## config.mk

```make
export PLATFORM = sky130hd
export DESIGN_NAME = kms_scan_ctrl
export DESIGN_NICKNAME = d
export VERILOG_FILES = /design/src/rtl/kms_pkg.sv /design/src/rtl/kms_scan_ctrl.sv
export SDC_FILE = /design/constraint.sdc
export NUM_CORES = 1
export LEC_CHECK = 0
export BUFFER_PORTS_ARGS = -buffer_cell sky130_fd_sc_hd__buf_2
export CORE_MARGIN = 2
export CORE_UTILIZATION = 37
export DETAILED_ROUTE_END_ITERATION = 8
export HOLD_SLACK_MARGIN = 0.03
export SYNTH_ARGS = -nofsm -noshare
export SYNTH_HDL_FRONTEND = slang
export SYNTH_SLANG_ARGS = --single-unit
```

## constraint.sdc

```tcl
create_clock -name ref_clk -period 7.1 [get_ports ref_clk]
set_input_delay 1.42 -clock ref_clk [delete_from_list [all_inputs] [get_ports ref_clk]]
set_output_delay 1.42 -clock ref_clk [all_outputs]
set_load 0.005 [all_outputs]
```

## src/rtl/kms_pkg.sv

```systemverilog
// constants, types and register map of the key matrix scan control block
// assumes a 125 MHz clock and 16-bit registers at their printed addresses
package kms_pkg;

   // -------------------------------------------------
   // register addresses
   // -------------------------------------------------
   localparam logic [31:0] KMS_HALT_OFS   = 32'h0b00018c;
   localparam logic [31:0] KMS_STATE_OFS  = 32'h0b00018e;
   localparam logic [31:0] KMS_TIMING_OFS = 32'h0b000190;

   // -------------------------------------------------
   // fields and reset values
   // -------------------------------------------------
   localparam int          KMS_HALT_EN_BIT  = 0;
   localparam int          KMS_FIELD_W      = 5;
   localparam int          KMS_SETTLE_LSB   = 0;
   localparam int          KMS_RELEASE_LSB  = 5;
   localparam int          KMS_GAP_LSB      = 10;
   localparam logic [15:0] KMS_HALT_RST     = 16'h0000;
   localparam logic [15:0] KMS_TIMING_RST   = 16'h7fff;
   localparam logic [15:0] KMS_TIMING_MASK  = 16'h7fff;
   localparam int          KMS_GAP_W        = 10;

   // -------------------------------------------------
   // sequencer state codes as software sees them
   // -------------------------------------------------
   localparam logic [1:0]  KMS_CODE_SCAN    = 2'h3;
   localparam logic [1:0]  KMS_CODE_GAP     = 2'h2;
   localparam logic [1:0]  KMS_CODE_WAITKEY = 2'h1;
   localparam logic [1:0]  KMS_CODE_STOP    = 2'h0;

   // -------------------------------------------------
   // timing
   // -------------------------------------------------
   localparam int          KMS_TICK_US      = 30;
   localparam int          KMS_CLK_KHZ      = 125000;
   localparam int          KMS_TICK_CYCLES  = (KMS_TICK_US * KMS_CLK_KHZ) / 1000;
   localparam int          KMS_LINES        = 8;

   // -------------------------------------------------
   // types
   // -------------------------------------------------
   typedef enum logic [2:0] {
      KMS_ST_STOP    = 3'h0,
      KMS_ST_WAITKEY = 3'h1,
      KMS_ST_SETTLE  = 3'h3,
      KMS_ST_HOLD    = 3'h2,
      KMS_ST_IDLE    = 3'h6,
      KMS_ST_GAP     = 3'h7
   } kms_seq_type;

   typedef struct packed {
      logic [31:0] addr;
      logic [15:0] wdata;
      logic        wr;
      logic        rd;
   } kms_bus_req_type;

   typedef struct packed {
      logic [7:0] level;
      logic [7:0] oe;
   } kms_scan_pins_type;

endpackage

```

## src/rtl/kms_scan_ctrl.sv

```systemverilog
// key matrix scan sequencer with dma page halt and pulse timing registers
// assumes one 125 MHz clock, return lines from pins, dma controller on the
// same clock, and start/auto-scan/gap settings from neighbouring registers
`timescale 1ns/1ns
`default_nettype none

module kms_scan_ctrl
   import kms_pkg::*;
#(
   parameter int TICK_CYCLES = KMS_TICK_CYCLES
) (
   // clock and reset
   input  wire  logic              ref_clk,
   input  wire  logic              nrst,
   // register port
   input  wire  kms_bus_req_type   bus,
   output logic [15:0]             rdata,
   // matrix pins
   output var   kms_scan_pins_type scan_line,
   input  wire  logic [7:0]        return_line,
   // neighbouring controls
   input  wire  logic              seq_enable,
   input  wire  logic              auto_scan_select,
   input  wire  logic [9:0]        set_gap_interval,
   input  wire  logic              unit_interrupt,
   // key data and dma
   output logic [63:0]             key_data,
   output logic                    key_data_valid,
   output logic                    dma_req,
   input  wire  logic              dma_ack,
   input  wire  logic              dma_page_boundary,
   output logic                    dma_halted,
   output logic                    data_lost_interrupt
);

   // -------------------------------------------------
   // reset release and pin synchronisers
   // -------------------------------------------------
   logic       rst_meta_reg;
   logic       rst_n;
   logic [7:0] ret_meta_reg;
   logic [7:0] ret_sync_reg;

   always_ff @(posedge ref_clk or negedge nrst) begin
      if (!nrst) begin
         rst_meta_reg <= 1'b0;
         rst_n        <= 1'b0;
      end else begin
         rst_meta_reg <= 1'b1;
         rst_n        <= rst_meta_reg;
      end
   end

   always_ff @(posedge ref_clk or negedge rst_n) begin
      if (!rst_n) begin
         ret_meta_reg <= 8'h00;
         ret_sync_reg <= 8'h00;
      end else begin
         ret_meta_reg <= return_line;
         ret_sync_reg <= ret_meta_reg;
      end
   end

   // -------------------------------------------------
   // registers
   // -------------------------------------------------
   logic        halt_en_reg;
   logic [15:0] timing_reg;
   logic [1:0]  state_code;
   logic        hit_halt;
   logic        hit_state;
   logic        hit_timing;
   logic [15:0] rd_mux;

   assign hit_halt   = (bus.addr == KMS_HALT_OFS);
   assign hit_state  = (bus.addr == KMS_STATE_OFS);
   assign hit_timing = (bus.addr == KMS_TIMING_OFS);

   // reserved bits and unmapped addresses read zero
   assign rd_mux = hit_halt   ? {15'h0000, halt_en_reg} :
                   hit_state  ? {14'h0000, state_code}  :
                   hit_timing ? (timing_reg & KMS_TIMING_MASK) :
                                16'h0000;

   always_ff @(posedge ref_clk or negedge rst_n) begin
      if (!rst_n) begin
         halt_en_reg <= KMS_HALT_RST[KMS_HALT_EN_BIT];
         timing_reg  <= KMS_TIMING_RST;
         rdata       <= 16'h0000;
      end else begin
         if (bus.wr && hit_halt) begin
            halt_en_reg <= bus.wdata[KMS_HALT_EN_BIT];
         end
         if (bus.wr && hit_timing) begin
            timing_reg <= bus.wdata & KMS_TIMING_MASK;
         end
         rdata <= bus.rd ? rd_mux : 16'h0000;
      end
   end

   // -------------------------------------------------
   // timing fields
   // -------------------------------------------------
   logic [4:0] settle_time_count;
   logic [4:0] release_time_count;
   logic [4:0] gap_time_count;

   assign settle_time_count  = timing_reg[KMS_SETTLE_LSB  +: KMS_FIELD_W];
   assign release_time_count = timing_reg[KMS_RELEASE_LSB +: KMS_FIELD_W];
   assign gap_time_count     = timing_reg[KMS_GAP_LSB     +: KMS_FIELD_W];

   // -------------------------------------------------
   // 30 us tick, restarted on every phase change
   // -------------------------------------------------
   // restarting keeps the first tick of a phase a full 30 us long
   logic [11:0] presc_reg;
   logic        tick;
   logic        phase_start;

   assign tick = (presc_reg == 12'(TICK_CYCLES - 1));

   always_ff @(posedge ref_clk or negedge rst_n) begin
      if (!rst_n) begin
         presc_reg <= 12'h000;
      end else if (phase_start || tick) begin
         presc_reg <= 12'h000;
      end else begin
         presc_reg <= presc_reg + 12'h001;
      end
   end

   // -------------------------------------------------
   // phase counter
   // -------------------------------------------------
   kms_seq_type state_reg;
   kms_seq_type state_next;
   logic [9:0]  cnt_reg;
   logic [9:0]  target;
   logic        phase_done;
   logic [2:0]  line_reg;
   logic [2:0]  line_next;
   logic        last_line;
   logic        gap_zero;

   assign last_line   = (line_reg == 3'h7);
   assign gap_zero    = (set_gap_interval == 10'h000);
   assign phase_start = (state_next != state_reg) ||
                        (state_next == KMS_ST_SETTLE && line_next != line_reg);

   // phase lasts target+1 ticks; gap lasts exactly set_gap_interval ticks
   assign target = (state_reg == KMS_ST_SETTLE) ? {5'h00, settle_time_count}  :
                   (state_reg == KMS_ST_HOLD)   ? {5'h00, release_time_count} :
                   (state_reg == KMS_ST_IDLE)   ? {5'h00, gap_time_count}     :
                                                  (set_gap_interval - 10'h001);
   assign phase_done = tick && (cnt_reg == target);

   always_ff @(posedge ref_clk or negedge rst_n) begin
      if (!rst_n) begin
         cnt_reg <= 10'h000;
      end else if (phase_start) begin
         cnt_reg <= 10'h000;
      end else if (tick) begin
         cnt_reg <= cnt_reg + 10'h001;
      end
   end

   // -------------------------------------------------
   // scan sequencer
   // -------------------------------------------------
   logic any_key;
   logic sample;
   logic set_done;

   assign any_key  = |ret_sync_reg;
   assign sample   = (state_reg == KMS_ST_SETTLE) && phase_done;
   assign set_done = sample && last_line;

   always_comb begin
      state_next = state_reg;
      line_next  = line_reg;
      case (state_reg)
         KMS_ST_STOP: begin
            line_next = 3'h0;
            if (seq_enable) begin
               state_next = auto_scan_select ? KMS_ST_WAITKEY
                                             : KMS_ST_SETTLE;
            end
         end
         KMS_ST_WAITKEY: begin
            if (!seq_enable) begin
               state_next = KMS_ST_STOP;
            end else if (any_key) begin
               state_next = KMS_ST_SETTLE;
            end
         end
         KMS_ST_SETTLE: begin
            if (phase_done) begin
               state_next = KMS_ST_HOLD;
            end
         end
         KMS_ST_HOLD: begin
            if (phase_done) begin
               state_next = KMS_ST_IDLE;
            end
         end
         KMS_ST_IDLE: begin
            if (phase_done) begin
               if (!last_line) begin
                  state_next = KMS_ST_SETTLE;
                  line_next  = line_reg + 3'h1;
               end else if (!seq_enable) begin
                  state_next = KMS_ST_STOP;
               end else if (!gap_zero) begin
                  state_next = KMS_ST_GAP;
               end else begin
                  state_next = KMS_ST_SETTLE;
                  line_next  = 3'h0;
               end
            end
         end
         KMS_ST_GAP: begin
            if (!seq_enable) begin
               state_next = KMS_ST_STOP;
            end else if (phase_done) begin
               state_next = KMS_ST_SETTLE;
               line_next  = 3'h0;
            end
         end
         default: begin
            state_next = KMS_ST_STOP;
            line_next  = 3'h0;
         end
      endcase
   end

   always_ff @(posedge ref_clk or negedge rst_n) begin
      if (!rst_n) begin
         state_reg <= KMS_ST_STOP;
         line_reg  <= 3'h0;
      end else begin
         state_reg <= state_next;
         line_reg  <= line_next;
      end
   end

   // -------------------------------------------------
   // state code, last idle of a set already counts as gap
   // -------------------------------------------------
   logic in_gap;

   assign in_gap = (state_reg == KMS_ST_GAP) ||
                   (state_reg == KMS_ST_IDLE && last_line);
   assign state_code = (state_reg == KMS_ST_STOP)    ? KMS_CODE_STOP    :
                       (state_reg == KMS_ST_WAITKEY) ? KMS_CODE_WAITKEY :
                       in_gap                        ? KMS_CODE_GAP     :
                                                       KMS_CODE_SCAN;

   // -------------------------------------------------
   // scan line drive
   // -------------------------------------------------
   logic [7:0] drive_next;

   always_comb begin
      drive_next = 8'h00;
      if (state_reg == KMS_ST_WAITKEY) begin
         drive_next = 8'hff;
      end else if (state_reg == KMS_ST_SETTLE || state_reg == KMS_ST_HOLD) begin
         drive_next = 8'h01 << line_reg;
      end
   end

   always_ff @(posedge ref_clk or negedge rst_n) begin
      if (!rst_n) begin
         scan_line <= '0;
      end else begin
         scan_line.level <= drive_next;
         scan_line.oe    <= drive_next;
      end
   end

   // -------------------------------------------------
   // key data capture
   // -------------------------------------------------
   logic [63:0] set_reg;
   logic [63:0] set_next;

   genvar gi;
   generate
      for (gi = 0; gi < KMS_LINES; gi = gi + 1) begin : g_cap
         assign set_next[gi*8 +: 8] = (sample && line_reg == 3'(gi)) ?
                                      ret_sync_reg : set_reg[gi*8 +: 8];
      end
   endgenerate

   always_ff @(posedge ref_clk or negedge rst_n) begin
      if (!rst_n) begin
         set_reg        <= 64'h0;
         key_data       <= 64'h0;
         key_data_valid <= 1'b0;
      end else begin
         set_reg        <= set_next;
         key_data_valid <= set_done;
         if (set_done) begin
            key_data <= set_next;
         end
      end
   end

   // -------------------------------------------------
   // dma request and page halt
   // -------------------------------------------------
   // scanning never waits for dma, so an unserved set is overwritten
   logic pend_reg;
   logic halt_reg;
   logic intr_d_reg;
   logic intr_cleared;

   assign intr_cleared = intr_d_reg && !unit_interrupt;
   assign dma_req      = pend_reg && !halt_reg;
   assign dma_halted   = halt_reg;

   always_ff @(posedge ref_clk or negedge rst_n) begin
      if (!rst_n) begin
         pend_reg            <= 1'b0;
         halt_reg            <= 1'b0;
         intr_d_reg          <= 1'b0;
         data_lost_interrupt <= 1'b0;
      end else begin
         intr_d_reg <= unit_interrupt;
         if (key_data_valid) begin
            pend_reg <= 1'b1;
         end else if (dma_ack && dma_req) begin
            pend_reg <= 1'b0;
         end
         data_lost_interrupt <= key_data_valid && pend_reg &&
                                !(dma_ack && dma_req);
         if (dma_page_boundary && halt_en_reg) begin
            halt_reg <= 1'b1;
         end else if (!halt_en_reg || intr_cleared) begin
            halt_reg <= 1'b0;
         end
      end
   end

endmodule // kms_scan_ctrl

`default_nettype wire

```

==> results of run 1 <==
-- placed cells by master, fill, tap and decap left out, types with 7 or more instances in the layout --
cell / netlist / routed
sky130_fd_sc_hd__and2_1: 14 / 14
sky130_fd_sc_hd__clkbuf_16: 0 / 23
sky130_fd_sc_hd__ha_1: 10 / 10
sky130_fd_sc_hd__a21oi_1: 23 / 23
sky130_fd_sc_hd__mux2i_1: 12 / 12
sky130_fd_sc_hd__inv_1: 19 / 19
sky130_fd_sc_hd__nor3_1: 17 / 17
sky130_fd_sc_hd__nand3_1: 19 / 19
sky130_fd_sc_hd__xor2_1: 12 / 12
sky130_fd_sc_hd__nand2_1: 47 / 47
sky130_fd_sc_hd__xnor2_1: 11 / 11
sky130_fd_sc_hd__mux2_2: 121 / 121
sky130_fd_sc_hd__nand2b_1: 8 / 8
sky130_fd_sc_hd__dfrtp_1: 195 / 194
sky130_fd_sc_hd__buf_2: 9 / 172
sky130_fd_sc_hd__dfstp_2: 15 / 15
sky130_fd_sc_hd__nor2_1: 35 / 35
sky130_fd_sc_hd__clkinv_2: 0 / 7
sky130_fd_sc_hd__o21ai_0: 13 / 13
sky130_fd_sc_hd__nor4_1: 7 / 7
-- how the worst max path moves through the flow --
stage / end / slack [ns] / depth (start not counted)
final: key_data[46]$_DFFE_PN0P_ / 1.98 / 12
after CTS: key_data[4]$_DFFE_PN0P_ / 1.99 / 12
after global routing: key_data[3]$_DFFE_PN0P_ / 1.82 / 12
after global placement: key_data[51]$_DFFE_PN0P_ / 1.48 / 12
after floorplan: cnt_reg[0]$_DFFE_PN0P_ / 0.84 / 0
after detailed placement: key_data[4]$_DFFE_PN0P_ / 1.46 / 12
-- power by group --
group | switching, mW | total [mW] | internal [mW] | leakage, nW
sequential | 0.0386 | 1.25 | 1.21 | 2.82
combinational | 0.0794 | 0.129 | 0.0497 | 2.31
clock | 0.482 | 1.16 | 0.673 | 0.363
total | 0.600 | 2.54 | 1.93 | 5.49
-- worst max-delay path, delay by kind of cell --
family                   cells  cell delay [ns]
AND/OR/NAND/NOR              4             2.23
buffers and inverters        3             0.55
AO/OA/AOI/OAI                2             0.54
multiplexers                 1             0.39
adder cells (fa/ha/maj)      1             0.21
XOR/XNOR                     1             0.10
-- Yosys cell counts, types with 3 or more instances --
cell,instances
sky130_fd_sc_hd__clkbuf_1,26
sky130_fd_sc_hd__buf_6,4
sky130_fd_sc_hd__nor2_1,35
sky130_fd_sc_hd__o311ai_0,3
sky130_fd_sc_hd__inv_1,19
sky130_fd_sc_hd__o22ai_1,4
sky130_fd_sc_hd__dfstp_2,15
sky130_fd_sc_hd__a211oi_1,4
sky130_fd_sc_hd__o21ai_0,13
sky130_fd_sc_hd__or4_1,5
sky130_fd_sc_hd__xnor2_1,11
sky130_fd_sc_hd__nor4b_1,3
sky130_fd_sc_hd__dfrtp_1,195
sky130_fd_sc_hd__nand4_4,6
sky130_fd_sc_hd__nor4_1,7
sky130_fd_sc_hd__buf_1,3
sky130_fd_sc_hd__or3_1,5
sky130_fd_sc_hd__buf_4,9
sky130_fd_sc_hd__nand2b_1,8
sky130_fd_sc_hd__xor2_1,12
sky130_fd_sc_hd__nand4_1,5
sky130_fd_sc_hd__mux2_2,121
sky130_fd_sc_hd__nand2_1,47
sky130_fd_sc_hd__ha_1,10
sky130_fd_sc_hd__and3_1,7
sky130_fd_sc_hd__and2_1,14
sky130_fd_sc_hd__a22oi_1,3
sky130_fd_sc_hd__nand3_1,19
sky130_fd_sc_hd__nor3_1,17
sky130_fd_sc_hd__buf_2,9
sky130_fd_sc_hd__mux2i_1,12
sky130_fd_sc_hd__a31oi_1,4
sky130_fd_sc_hd__a21oi_1,23
sky130_fd_sc_hd__o211ai_1,5
sky130_fd_sc_hd__o21bai_1,5
sky130_fd_sc_hd__nor2b_1,6
-- routing by layer --
layer	vias up	wire (µm)	GRT usage [%]	part of all wire, %
li1	2878	-	-	-
met4	0	276	2.922	1.4
met5	-	0	0	0
met2	174	9018	24.33	45
met3	21	1551	4.314	7.7
met1	2895	9329	21.62	46
-- final cells by class --
| cell class | count | area [µm²] |
|---|---|---|
| multi-input combinational | 450 | 3546 |
| tap | 324 | 405.4 |
| timing repair buffer | 179 | 925.9 |
| sequential | 210 | 5278 |
| fill | 2248 | 13370 |
| clock inverter | 10 | 81.33 |
| inverter | 19 | 71.32 |
| clock buffer | 31 | 645.6 |
-- kinds of logic after synthesis --
family	Yosys count	share of synthesized area, %
adder cells (fa/ha/maj)	10	1.368
AO/OA/AOI/OAI	82	5.868
flip-flops	210	57.65
multiplexers	135	16.62
buffers and inverters	70	3.693
other	2	0.08210
XOR/XNOR	23	2.202
AND/OR/NAND/NOR	198	12.52
==> impl_results.rst, run 1 <==
.. list-table::
   :header-rows: 1

   * - Metric
     - Value
   * - Share of the yosys chip area belonging to registers
     - 57.65%
   * - Post-layout total power
     - 2.535 mW
   * - First-iteration detailed-routing DRC count
     - between 300 and 400
   * - Post-Synthesis Cells
     - between 700 and 800
   * - Global route total overflow
     - 0
   * - Setup Fix Bufs, Post-CTS
     - 0
   * - Share of final-layout standard cells stronger than drive strength 1
     - around two fifths
   * - CP Launch Type
     - input pin
   * - Worst max-slew margin expressed relative to the limit
     - between 20% and 30%
   * - Transition at the pin with the smallest max-transition slack
     - 1.117 ns
   * - Min cycle time layout
     - approximately 5 ns
   * - Clock tree from TritonCTS
     - done
   * - Count of distinct cell types in the synthesized netlist
     - 65
   * - Worst hold path endpoint
     - ret_sync_reg[4]$_DFF_PN0_
   * - Cell with the biggest individual delay on the critical path
     - sky130_fd_sc_hd__nor4_4
   * - Final clock period utilization by the worst path
     - between 70% and 80%
   * - Final std cells w/o fill
     - about 1200
   * - Max-capacitance violation count
     - 0
   * - Worst reg2reg startpoint
     - state_reg[1]$_DFF_PN0_
   * - Max incr delay on CP
     - approximately 0.92 ns
   * - Detail Placement HPWL
     - 13.54 mm
   * - Leakage power of the design
     - 5.493 nW
   * - Later-pin clock latency in the skew report
     - 0.51 ns
   * - Top FF cell, synth
     - sky130_fd_sc_hd__dfrtp_1
   * - Maximum achievable frequency
     - 195.5 MHz
   * - Syn_area_per_cell
     - ~13 µm²
   * - Maximum number of pins on one net before global-route repair
     - 87
   * - Master cell of the clock root buffer
     - sky130_fd_sc_hd__clkbuf_16
   * - Post-route standard cell area excluding fillers
     - around 0.011 mm²
   * - Count of hold-fix buffers inserted at cts
     - 0
   * - Nets in the synthesized netlist
     - ~800
   * - Pwr Density
     - roughly 230 mW/mm²
   * - Clk sink count
     - 210
   * - Count of final max-slew check failures
     - 0
   * - Leading area contributor after synthesis
     - sky130_fd_sc_hd__dfrtp_1
   * - Global placement routability congestion
     - 0.8156
   * - Fraction of synthesized cell area taken by the top area cell type
     - 53.34%
   * - Maximum fanout along the worst path
     - a little over 70
   * - Die span in y
     - ~160 µm
   * - Classification of the worst setup path
     - in2reg
   * - Initial Util
     - a little under two fifths
   * - Count of TritonRoute iterations in the first routing pass
     - 4
   * - Final setup violating endpoints
     - 0
   * - Vias per cell
     - approximately 5
   * - Number of top-level pins
     - 175
   * - Global router's overall resource usage
     - about 15%
   * - Outcome
     - finished clean
   * - Vias in the first global route
     - approximately 6000
   * - Critical Path Sink Type
     - flop
   * - Antenna Violating Nets Remaining
     - 0
   * - Setup repair after global routing missed its margin
     - no
   * - R2R setup slack
     - 2.25 ns
   * - Port bufs
     - ~170
   * - Required time at the endpoint of the critical path
     - approximately 7.5 ns
   * - Post-route worst setup slack
     - 1.985 ns
   * - Count of flip-flops with a built-in enable after synthesis
     - 0
   * - Worst Path Arrival
     - 5.51 ns
   * - Worst hold slack across all endpoints
     - 0.3447 ns
   * - Routed wirelength normalized by instance count
     - approximately 16 µm
   * - Post-route core utilization
     - between 40% and 50%
   * - Largest cells by area after synthesis
     - sky130_fd_sc_hd__dfrtp_1 (53%), sky130_fd_sc_hd__mux2_2 (15%), sky130_fd_sc_hd__dfstp_2 (4.3%), sky130_fd_sc_hd__nand2_1 (1.9%), sky130_fd_sc_hd__nor2_1 (1.4%)
   * - Overall die area
     - ~0.026 mm²
   * - Total number of H-tree levels
     - 1
   * - Number of cells after detailed placement
     - around 1200
   * - Wire length of the first global-routing pass
     - around 32 mm
   * - Cell area after synthesis
     - approximately 0.0091 mm²
   * - Post-CTS Resized
     - 0
   * - Core footprint
     - 0.02432 mm²
   * - Initial antenna violation count
     - 0
   * - Total of flip-flops plus latches after synthesis
     - between 200 and 250
   * - Register-to-Register Path Depth
     - 9
   * - Setup TNS Final
     - 0 ns
   * - Hold violation count in the final report
     - 0
   * - Post-Place Setup Slack
     - about 1.5 ns
   * - Setup Skew
     - between 0.009 and 0.01 ns
   * - Critical-path cell list
     - buf_2 -> inv_1 -> ha_1 -> or4b_1 -> or2_2 -> a21oi_1 -> xor2_1 -> a2111o_1 -> nor4_4 -> and3_2 -> buf_12 -> mux2_2
   * - Fraction of registers with async set/reset
     - between 90% and 100%
   * - Crit path from
     - set_gap_interval[0]
   * - Synthesis-to-finish area growth
     - 19.74%
   * - Worst min-delay path startpoint
     - ret_meta_reg[4]$_DFF_PN0_
   * - Worst reg2reg path endpoint
     - key_data[46]$_DFFE_PN0P_
   * - Area after detailed placement
     - 0.01023 mm²
   * - Highest ir drop seen on vdd
     - slightly below 200 µV
   * - Wirelength, routed
     - 20.18 mm
   * - Worst hold path stage count
     - 0
   * - X dimension of the die
     - roughly 160 µm
   * - Path category of the worst min-delay check
     - reg2reg
   * - Nets
     - roughly 970
   * - DRC viols
     - 0
   * - Number of antenna repair diodes
     - 0
   * - Clock-pin transition on the worst setup and hold timing paths
     - roughly 0.06 ns
   * - Flip-flop count of the largest register, all copies and words added
     - 64
   * - Maximum clock path buffer count
     - 3
   * - Number of clock buffers inserted by TritonCTS
     - 23
   * - Via total after detailed routing
     - approximately 6000
   * - Number of cell rows
     - 57
   * - Number of warnings reported in the yosys synthesis log
     - 0
Power figures use the tool's default switching activity.
==> run 2: changes to the inputs <==
==> constraint.sdc (replaced) <==
create_clock -name ref_clk -period 4.75 [get_ports ref_clk]
set_input_delay 0.95 -clock ref_clk [delete_from_list [all_inputs] [get_ports ref_clk]]
set_output_delay 0.95 -clock ref_clk [all_outputs]
set_load 0.005 [all_outputs]
==> impl_results.rst, run 2 (synthesis gave the netlist of run 1 again) <==
.. list-table::
   :header-rows: 1

   * - Metric
     - Value
   * - Outcome
     - finished clean
   * - Leakage power of the design
     - 5.567 nW (+1.4%)
   * - Final setup violating endpoints
     - 0 (unchanged)
   * - Port bufs
     - 172 (unchanged)
   * - Highest ir drop seen on vdd
     - 290.5 µV (+50%)
   * - Register-to-Register Path Depth
     - 11 (+2)
   * - Global placement routability congestion
     - 0.8508 (+4.3%)
   * - Setup Skew
     - 0.01245 ns (+0.003218 ns)
   * - Post-Place Setup Slack
     - 0.1964 ns (-1.267 ns)
   * - Post-route worst setup slack
     - 0.6887 ns (-1.296 ns)
   * - Area after detailed placement
     - 0.01031 mm² (+0.83%)
   * - Initial Util
     - 37.61% (unchanged)
   * - Number of top-level pins
     - 175 (unchanged)
   * - Core footprint
     - 0.02432 mm² (unchanged)
   * - Total number of H-tree levels
     - 1 (unchanged)
   * - Global route total overflow
     - 0 (unchanged)
   * - Stages on the worst setup path
     - 13 (+1)
   * - Setup repair after global routing missed its margin
     - no
   * - Antenna Violating Nets Remaining
     - 0 (unchanged)
   * - Critical Path Sink Type
     - flop
   * - Routed wirelength normalized by instance count
     - 16.42 µm (-0.49%)
   * - Maximum achievable frequency
     - about 250 MHz
   * - First-iteration detailed-routing DRC count
     - 345 (+9.5%)
   * - Crit path from
     - set_gap_interval[0]
   * - R2R setup slack
     - 0.99 ns (-1.26 ns)
   * - Post-CTS Resized
     - 0 (unchanged)
   * - Max incr delay on CP
     - 0.55 ns (-0.37 ns)
   * - Worst Path Arrival
     - 4.49 ns (-1.02 ns)
   * - Wire length of the first global-routing pass
     - 33.02 mm (+1.9%)
   * - CP Buf/Inv Count
     - 3 (unchanged)
   * - Transition at the pin with the smallest max-transition slack
     - 0.7290 ns (-0.3876 ns)
   * - Count of hold-fix buffers inserted at cts
     - 0 (unchanged)
   * - Number of antenna repair diodes
     - 0 (unchanged)
   * - Final clock period utilization by the worst path
     - a little under nine tenths
   * - Clock tree from TritonCTS
     - done
   * - Worst reg2reg path endpoint
     - presc_reg[1]$_DFF_PN0_
   * - Count of final max-slew check failures
     - 0 (unchanged)
   * - Number of clock buffers inserted by TritonCTS
     - 23 (unchanged)
   * - Die span in y
     - 161.2 µm (unchanged)
   * - Overall die area
     - 0.02600 mm² (unchanged)
   * - Initial antenna violation count
     - 0 (unchanged)
   * - Via total after detailed routing
     - 6029 (+1.0%)
   * - Maximum fanout along the worst path
     - 22 (-69%)
   * - Worst max-slew margin expressed relative to the limit
     - 51.40% (+26 points)
   * - Master cell of the clock root buffer
     - sky130_fd_sc_hd__clkbuf_16
   * - Min cycle time layout
     - between 4 and 5 ns
   * - Count of TritonRoute iterations in the first routing pass
     - 4 (unchanged)
   * - Number of cell rows
     - 57 (unchanged)
   * - Setup TNS Final
     - 0 ns (unchanged)
   * - Classification of the worst setup path
     - in2reg
   * - Vias per cell
     - 4.894 (+0.28%)
   * - Detail Placement HPWL
     - 13.81 mm (+2.0%)
   * - Clock-pin transition on the worst setup and hold timing paths
     - 0.06 ns (about the same)
   * - X dimension of the die
     - 161.2 µm (unchanged)
   * - Leading cell type in the layout, fill and taps excluded
     - sky130_fd_sc_hd__dfrtp_1
   * - Critical-path cell list
     - buf_2 -> inv_1 -> ha_1 -> or4b_1 -> or2_2 -> a21oi_1 -> xor2_1 -> a2111o_1 -> or4_1 -> buf_4 -> mux2i_4 -> mux2_4 -> nor3_1
   * - Setup Fix Bufs, Post-CTS
     - 0 (unchanged)
   * - Wirelength, routed
     - 20.22 mm (+0.24%)
   * - Critical Path End
     - presc_reg[1]$_DFF_PN0_
   * - Max-capacitance violation count
     - 0 (unchanged)
   * - Later-pin clock latency in the skew report
     - 0.52 ns (about the same)
   * - Share of final-layout standard cells stronger than drive strength 1
     - 41.41% (+0.36 points)
   * - Pwr Density
     - 352.3 mW/mm² (+52%)
   * - Number of cells after detailed placement
     - 1190 (+0.68%)
   * - Vias in the first global route
     - 6173 (+3.3%)
   * - Flip-flop count of the largest register, all copies and words added
     - 64 (unchanged)
   * - Cell with the biggest individual delay on the critical path
     - sky130_fd_sc_hd__or4b_1
   * - CP Launch Type
     - input pin
   * - Synthesis-to-finish area growth
     - 21.35%
   * - Maximum clock path buffer count
     - 3 (unchanged)
   * - Clk sink count
     - 210 (unchanged)
   * - Final std cells w/o fill
     - 1232 (+0.74%)
   * - Nets
     - 976 (+0.83%)
   * - Post-route standard cell area excluding fillers
     - 0.01110 mm² (+1.3%)
   * - Worst reg2reg startpoint
     - state_reg[2]$_DFF_PN0_
   * - Required time at the endpoint of the critical path
     - 5.17 ns (-2.32 ns)
   * - DRC viols
     - 0 (unchanged)
   * - Path category of the worst min-delay check
     - in2async
   * - Global router's overall resource usage
     - 15.85% (+0.40 points)
   * - Hold violation count in the final report
     - 0 (unchanged)
   * - Leading cell types in the layout, fill and taps excluded
     - sky130_fd_sc_hd__dfrtp_1 (194), sky130_fd_sc_hd__buf_2 (172), sky130_fd_sc_hd__mux2_2 (121)
   * - Top cell family by delay on the critical path
     - simple AND/OR/NAND/NOR gates
   * - Maximum number of pins on one net before global-route repair
     - 131 (+51%)
run 2: cell types whose count changed in the layout (fill, tap and decap cells not counted), sizes merged:
cell	change
buf	+8
clkbuf	+5
clkinv	-4
bufinv	+1
clkinvlp	-1
run 2: worst min path at each step:
stage,start,to,slack [ns]
2_1_floorplan,rst_meta_reg$_DFF_PN0_,rst_n$_DFF_PN0_,0.33
3_3_place_gp,rst_n$_DFF_PN0_,key_data[53]$_DFFE_PN0P_,0.31
3_5_place_dp,rst_n$_DFF_PN0_,ret_meta_reg[3]$_DFF_PN0_,0.32
4_1_cts,nrst,rst_n$_DFF_PN0_,0.18
5_1_grt,nrst,rst_n$_DFF_PN0_,0.18
6_report,nrst,rst_n$_DFF_PN0_,0.20
run 2: report_power, final:
part           total (mW)  internal, mW  leakage, nW  switching [mW]
Clock                1.83          1.12        0.391           0.718
Combinational       0.218        0.0833         2.36           0.134
Sequential           1.86          1.81         2.82          0.0473
run 2: final cells by class:
cell class              count  area (µm²)
multi-input cells         450        3546
clock inverters             6       95.09
fillers                  2250       13220
clock buffers              36       694.4
flip-flops and latches    210        5278
repair buffers            187        1011
inverters                  19       71.32
well taps                 324       405.4
run 2: through the flow:
| step | hold slack, ns | utilization (%) | power (mW) |
|---|---|---|---|
| 2_1_floorplan | 0.3311 | - | 2.025 |
| 3_3_place_gp | 0.3118 | 42.40 | 2.106 |
| 3_5_place_dp | 0.3177 | 42.40 | 2.110 |
| 4_1_cts | 0.1788 | 45.64 | 3.975 |
| 5_1_grt | 0.1845 | 45.64 | 4.076 |
| 6_report | 0.2014 | 45.64 | 3.911 |
run 2: metal layers:
metal  share of wire, %  routed length, µm  GRT usage (%)  vias up
met3                6.6               1333          4.160       27
li1                   -                  -              -     2895
met5                  0                  0              0        -
met4                2.1                423          3.815        0
met1                 46               9315          21.46     2940
met2                 45               9152          25.60      167
==> run 3: changes to the inputs <==
--- a/config.mk
+++ b/config.mk
@@ -7,7 +7,7 @@
 export LEC_CHECK = 0
 export BUFFER_PORTS_ARGS = -buffer_cell sky130_fd_sc_hd__buf_2
 export CORE_MARGIN = 2
-export CORE_UTILIZATION = 37
+export CORE_UTILIZATION = 30
 export DETAILED_ROUTE_END_ITERATION = 8
 export HOLD_SLACK_MARGIN = 0.03
 export SYNTH_ARGS = -nofsm -noshare
==> impl_results.rst, run 3 (synthesis gave the netlist of run 1 again) <==
.. list-table::
   :header-rows: 1

   * - Metric
     - Value
   * - Outcome
     - finished clean
   * - CP Launch Type
     - input pin
   * - Via total after detailed routing
     - 6115 (+1.4%)
   * - Flip-flop count of the largest register, all copies and words added
     - 64 (unchanged)
   * - Wirelength, routed
     - 21.21 mm (+4.9%)
   * - Setup Fix Bufs, Post-CTS
     - 0 (unchanged)
   * - Vias in the first global route
     - 5894 (-4.5%)
   * - Detail Placement HPWL
     - 14.66 mm (+6.1%)
   * - Share of power burned in the clock network
     - 47.5% (+0.6 points)
   * - Global route total overflow
     - 0 (unchanged)
   * - Master cell of the clock root buffer
     - sky130_fd_sc_hd__clkbuf_16
   * - Clock tree from TritonCTS
     - done
   * - Final setup violating endpoints
     - 0 (unchanged)
   * - Wire length of the first global-routing pass
     - 33.15 mm (+0.40%)
   * - Required time at the endpoint of the critical path
     - 5.18 ns (about the same)
   * - Initial Util
     - 30.70% (-6.9 points)
   * - Post-route core utilization
     - 37.69% (-8.0 points)
   * - Die span in y
     - 178.6 µm (+11%)
   * - Leading cell types in the layout, fill and taps excluded
     - sky130_fd_sc_hd__dfrtp_1 (194), sky130_fd_sc_hd__buf_2 (172), sky130_fd_sc_hd__mux2_2 (121)
   * - Antenna Violating Nets Remaining
     - 0 (unchanged)
   * - Leakage power of the design
     - 5.592 nW (+0.44%)
   * - Setup Skew
     - 0.02880 ns (+0.01635 ns)
   * - Maximum achievable frequency
     - 250.1 MHz (+1.6%)
   * - Clk sink count
     - 210 (unchanged)
   * - Min cycle time layout
     - 3.998 ns (-0.06304 ns)
   * - Global placement routability congestion
     - 0.8321 (-2.2%)
   * - Maximum clock path buffer count
     - 3 (unchanged)
   * - Setup repair after global routing missed its margin
     - no
   * - Clock-pin transition on the worst setup and hold timing paths
     - 0.06 ns (about the same)
   * - Post-CTS Resized
     - 0 (unchanged)
   * - Core footprint
     - 0.02980 mm² (+23%)
   * - Combinational group share of total power
     - 5.6% (about the same)
   * - Nets
     - 977 (+0.10%)
   * - Post-layout total power
     - 3.947 mW (+0.93%)
   * - DRC viols
     - 0 (unchanged)
   * - Worst Path Arrival
     - 4.43 ns (-0.06 ns)
   * - Classification of the worst setup path
     - in2reg
   * - Vias per cell
     - 4.704 (-3.9%)
   * - Hold violation count in the final report
     - 0 (unchanged)
   * - Number of antenna repair diodes
     - 0 (unchanged)
   * - Later-pin clock latency in the skew report
     - 0.54 ns (+0.02 ns)
   * - Total number of H-tree levels
     - 1 (unchanged)
   * - Global router's overall resource usage
     - 13.30% (-2.6 points)
   * - Setup TNS Final
     - 0 ns (unchanged)
   * - Number of top-level pins
     - 175 (unchanged)
   * - Highest ir drop seen on vdd
     - 244.5 µV (-16%)
   * - Switch Pwr
     - 918.7 µW (+2.1%)
   * - Path category of the worst min-delay check
     - in2async
   * - Count of TritonRoute iterations in the first routing pass
     - 4 (unchanged)
   * - Count of final max-slew check failures
     - 0 (unchanged)
   * - Port bufs
     - 172 (unchanged)
   * - Critical Path Sink Type
     - flop
   * - Maximum fanout along the worst path
     - 22 (unchanged)
   * - Initial antenna violation count
     - 0 (unchanged)
   * - Power Internal
     - 3.028 mW (+0.56%)
   * - Worst hold slack across all endpoints
     - 0.1880 ns (-0.01335 ns)
   * - Sw frac
     - 23.27% (+0.28 points)
   * - Routed wirelength normalized by instance count
     - 16.31 µm (-0.63%)
   * - Post-Place Setup Slack
     - 0.2055 ns (+0.009060 ns)
   * - Overall die area
     - 0.03191 mm² (+23%)
   * - Final clock period utilization by the worst path
     - 84.17% (-1.3 points)
   * - Count of hold-fix buffers inserted at cts
     - 0 (unchanged)
   * - Maximum number of pins on one net before global-route repair
     - 69 (-47%)
   * - X dimension of the die
     - 178.6 µm (+11%)
   * - First-iteration detailed-routing DRC count
     - 295 (-14%)
   * - Transition at the pin with the smallest max-transition slack
     - 0.9088 ns (+0.1798 ns)
   * - Share of final-layout standard cells stronger than drive strength 1
     - 41.87% (+0.46 points)
   * - Sequential Power Share
     - 46.8% (-0.7 points)
   * - Pwr Density
     - 351.5 mW/mm² (-0.24%)
   * - Number of clock buffers inserted by TritonCTS
     - 24 (+4.3%)
   * - Worst max-slew margin expressed relative to the limit
     - 38.87% (-13 points)
   * - Number of cell rows
     - 63 (+11%)
   * - Leading cell type in the layout, fill and taps excluded
     - sky130_fd_sc_hd__dfrtp_1
   * - Max-capacitance violation count
     - 0 (unchanged)
   * - Post-route worst setup slack
     - 0.7517 ns (+0.06303 ns)
   * - Synthesis-to-finish area growth
     - 22.77%
run 3: changes by cell type in the layout (fill, tap and decap cells not counted):
| cell | delta |
|---|---|
| sky130_fd_sc_hd__clkinv_2 | +5 |
| sky130_fd_sc_hd__clkbuf_1 | -3 |
| sky130_fd_sc_hd__buf_12 | +1 |
| sky130_fd_sc_hd__buf_4 | -1 |
| sky130_fd_sc_hd__clkbuf_16 | +1 |
| sky130_fd_sc_hd__clkbuf_8 | -1 |
| sky130_fd_sc_hd__clkinv_16 | +1 |
| sky130_fd_sc_hd__inv_16 | -1 |
run 3: routing by layer:
| layer | up-vias | wire length (µm) | global-route usage [%] |
|---|---|---|---|
| li1 | 2894 | - | - |
| met1 | 3022 | 9655 | 18.61 |
| met2 | 159 | 9503 | 20.43 |
| met3 | 40 | 1580 | 3.602 |
| met4 | 0 | 466 | 3.252 |
| met5 | - | 0 | 0 |
run 3: area by class of cell:
class | instances | area (µm²)
clock buffer | 33 | 694.4
inverter | 19 | 71.32
multi-input combinational | 450 | 3546
sequential | 210 | 5278
timing repair buffer | 187 | 1023
tap | 390 | 488.0
fill | 2968 | 18570
clock inverter | 11 | 130.1
run 3: final timing paths:
| path | startpoint | slack, ns | cells after the start | to |
|---|---|---|---|---|
| hold / removal | nrst | 0.19 | 1 | rst_n$_DFF_PN0_ |
| hold reg to reg | ret_meta_reg[2]$_DFF_PN0_ | 0.34 | 0 | ret_sync_reg[2]$_DFF_PN0_ |
| setup reg to reg | state_reg[1]$_DFF_PN0_ | 0.96 | 11 | presc_reg[10]$_DFF_PN0_ |
| min in group ref_clk | ret_meta_reg[2]$_DFF_PN0_ | 0.34 | 0 | ret_sync_reg[2]$_DFF_PN0_ |
| setup / recovery | set_gap_interval[0] | 0.75 | 13 | presc_reg[10]$_DFF_PN0_ |
| max in group asynchronous | rst_n$_DFF_PN0_ | 3.24 | 1 | ret_sync_reg[0]$_DFF_PN0_ |
run 3: worst max-delay path: stages:
cell and delay (ns):
sky130_fd_sc_hd__buf_2 0.13, sky130_fd_sc_hd__inv_1 0.10, sky130_fd_sc_hd__ha_1 0.21, sky130_fd_sc_hd__or4b_1 0.57, sky130_fd_sc_hd__nor2_1 0.16, sky130_fd_sc_hd__xnor2_1 0.13, sky130_fd_sc_hd__o311ai_0 0.24, sky130_fd_sc_hd__or3_1 0.43
sky130_fd_sc_hd__or4_1 0.50, sky130_fd_sc_hd__buf_4 0.19, sky130_fd_sc_hd__mux2i_4 0.19, sky130_fd_sc_hd__mux2_4 0.43, sky130_fd_sc_hd__nor3_1 0.20
run 3: power by group through the flow:
stage                     Sequential, mW  Clock, mW  Combinational, mW
final                               1.85       1.88              0.221
after global routing                1.85       2.00              0.251
after CTS                           1.85       1.94              0.226
after detailed placement            1.88          0              0.226
after global placement              1.88          0              0.223
after floorplan                     1.88          0              0.143
run 3: through the flow:
stage	instances	area [µm²]
global route	1300	11230
global placement	1256	10410
finish	1300	11230
CTS	1300	11230
detailed placement	1256	10410
floorplan	730	9149
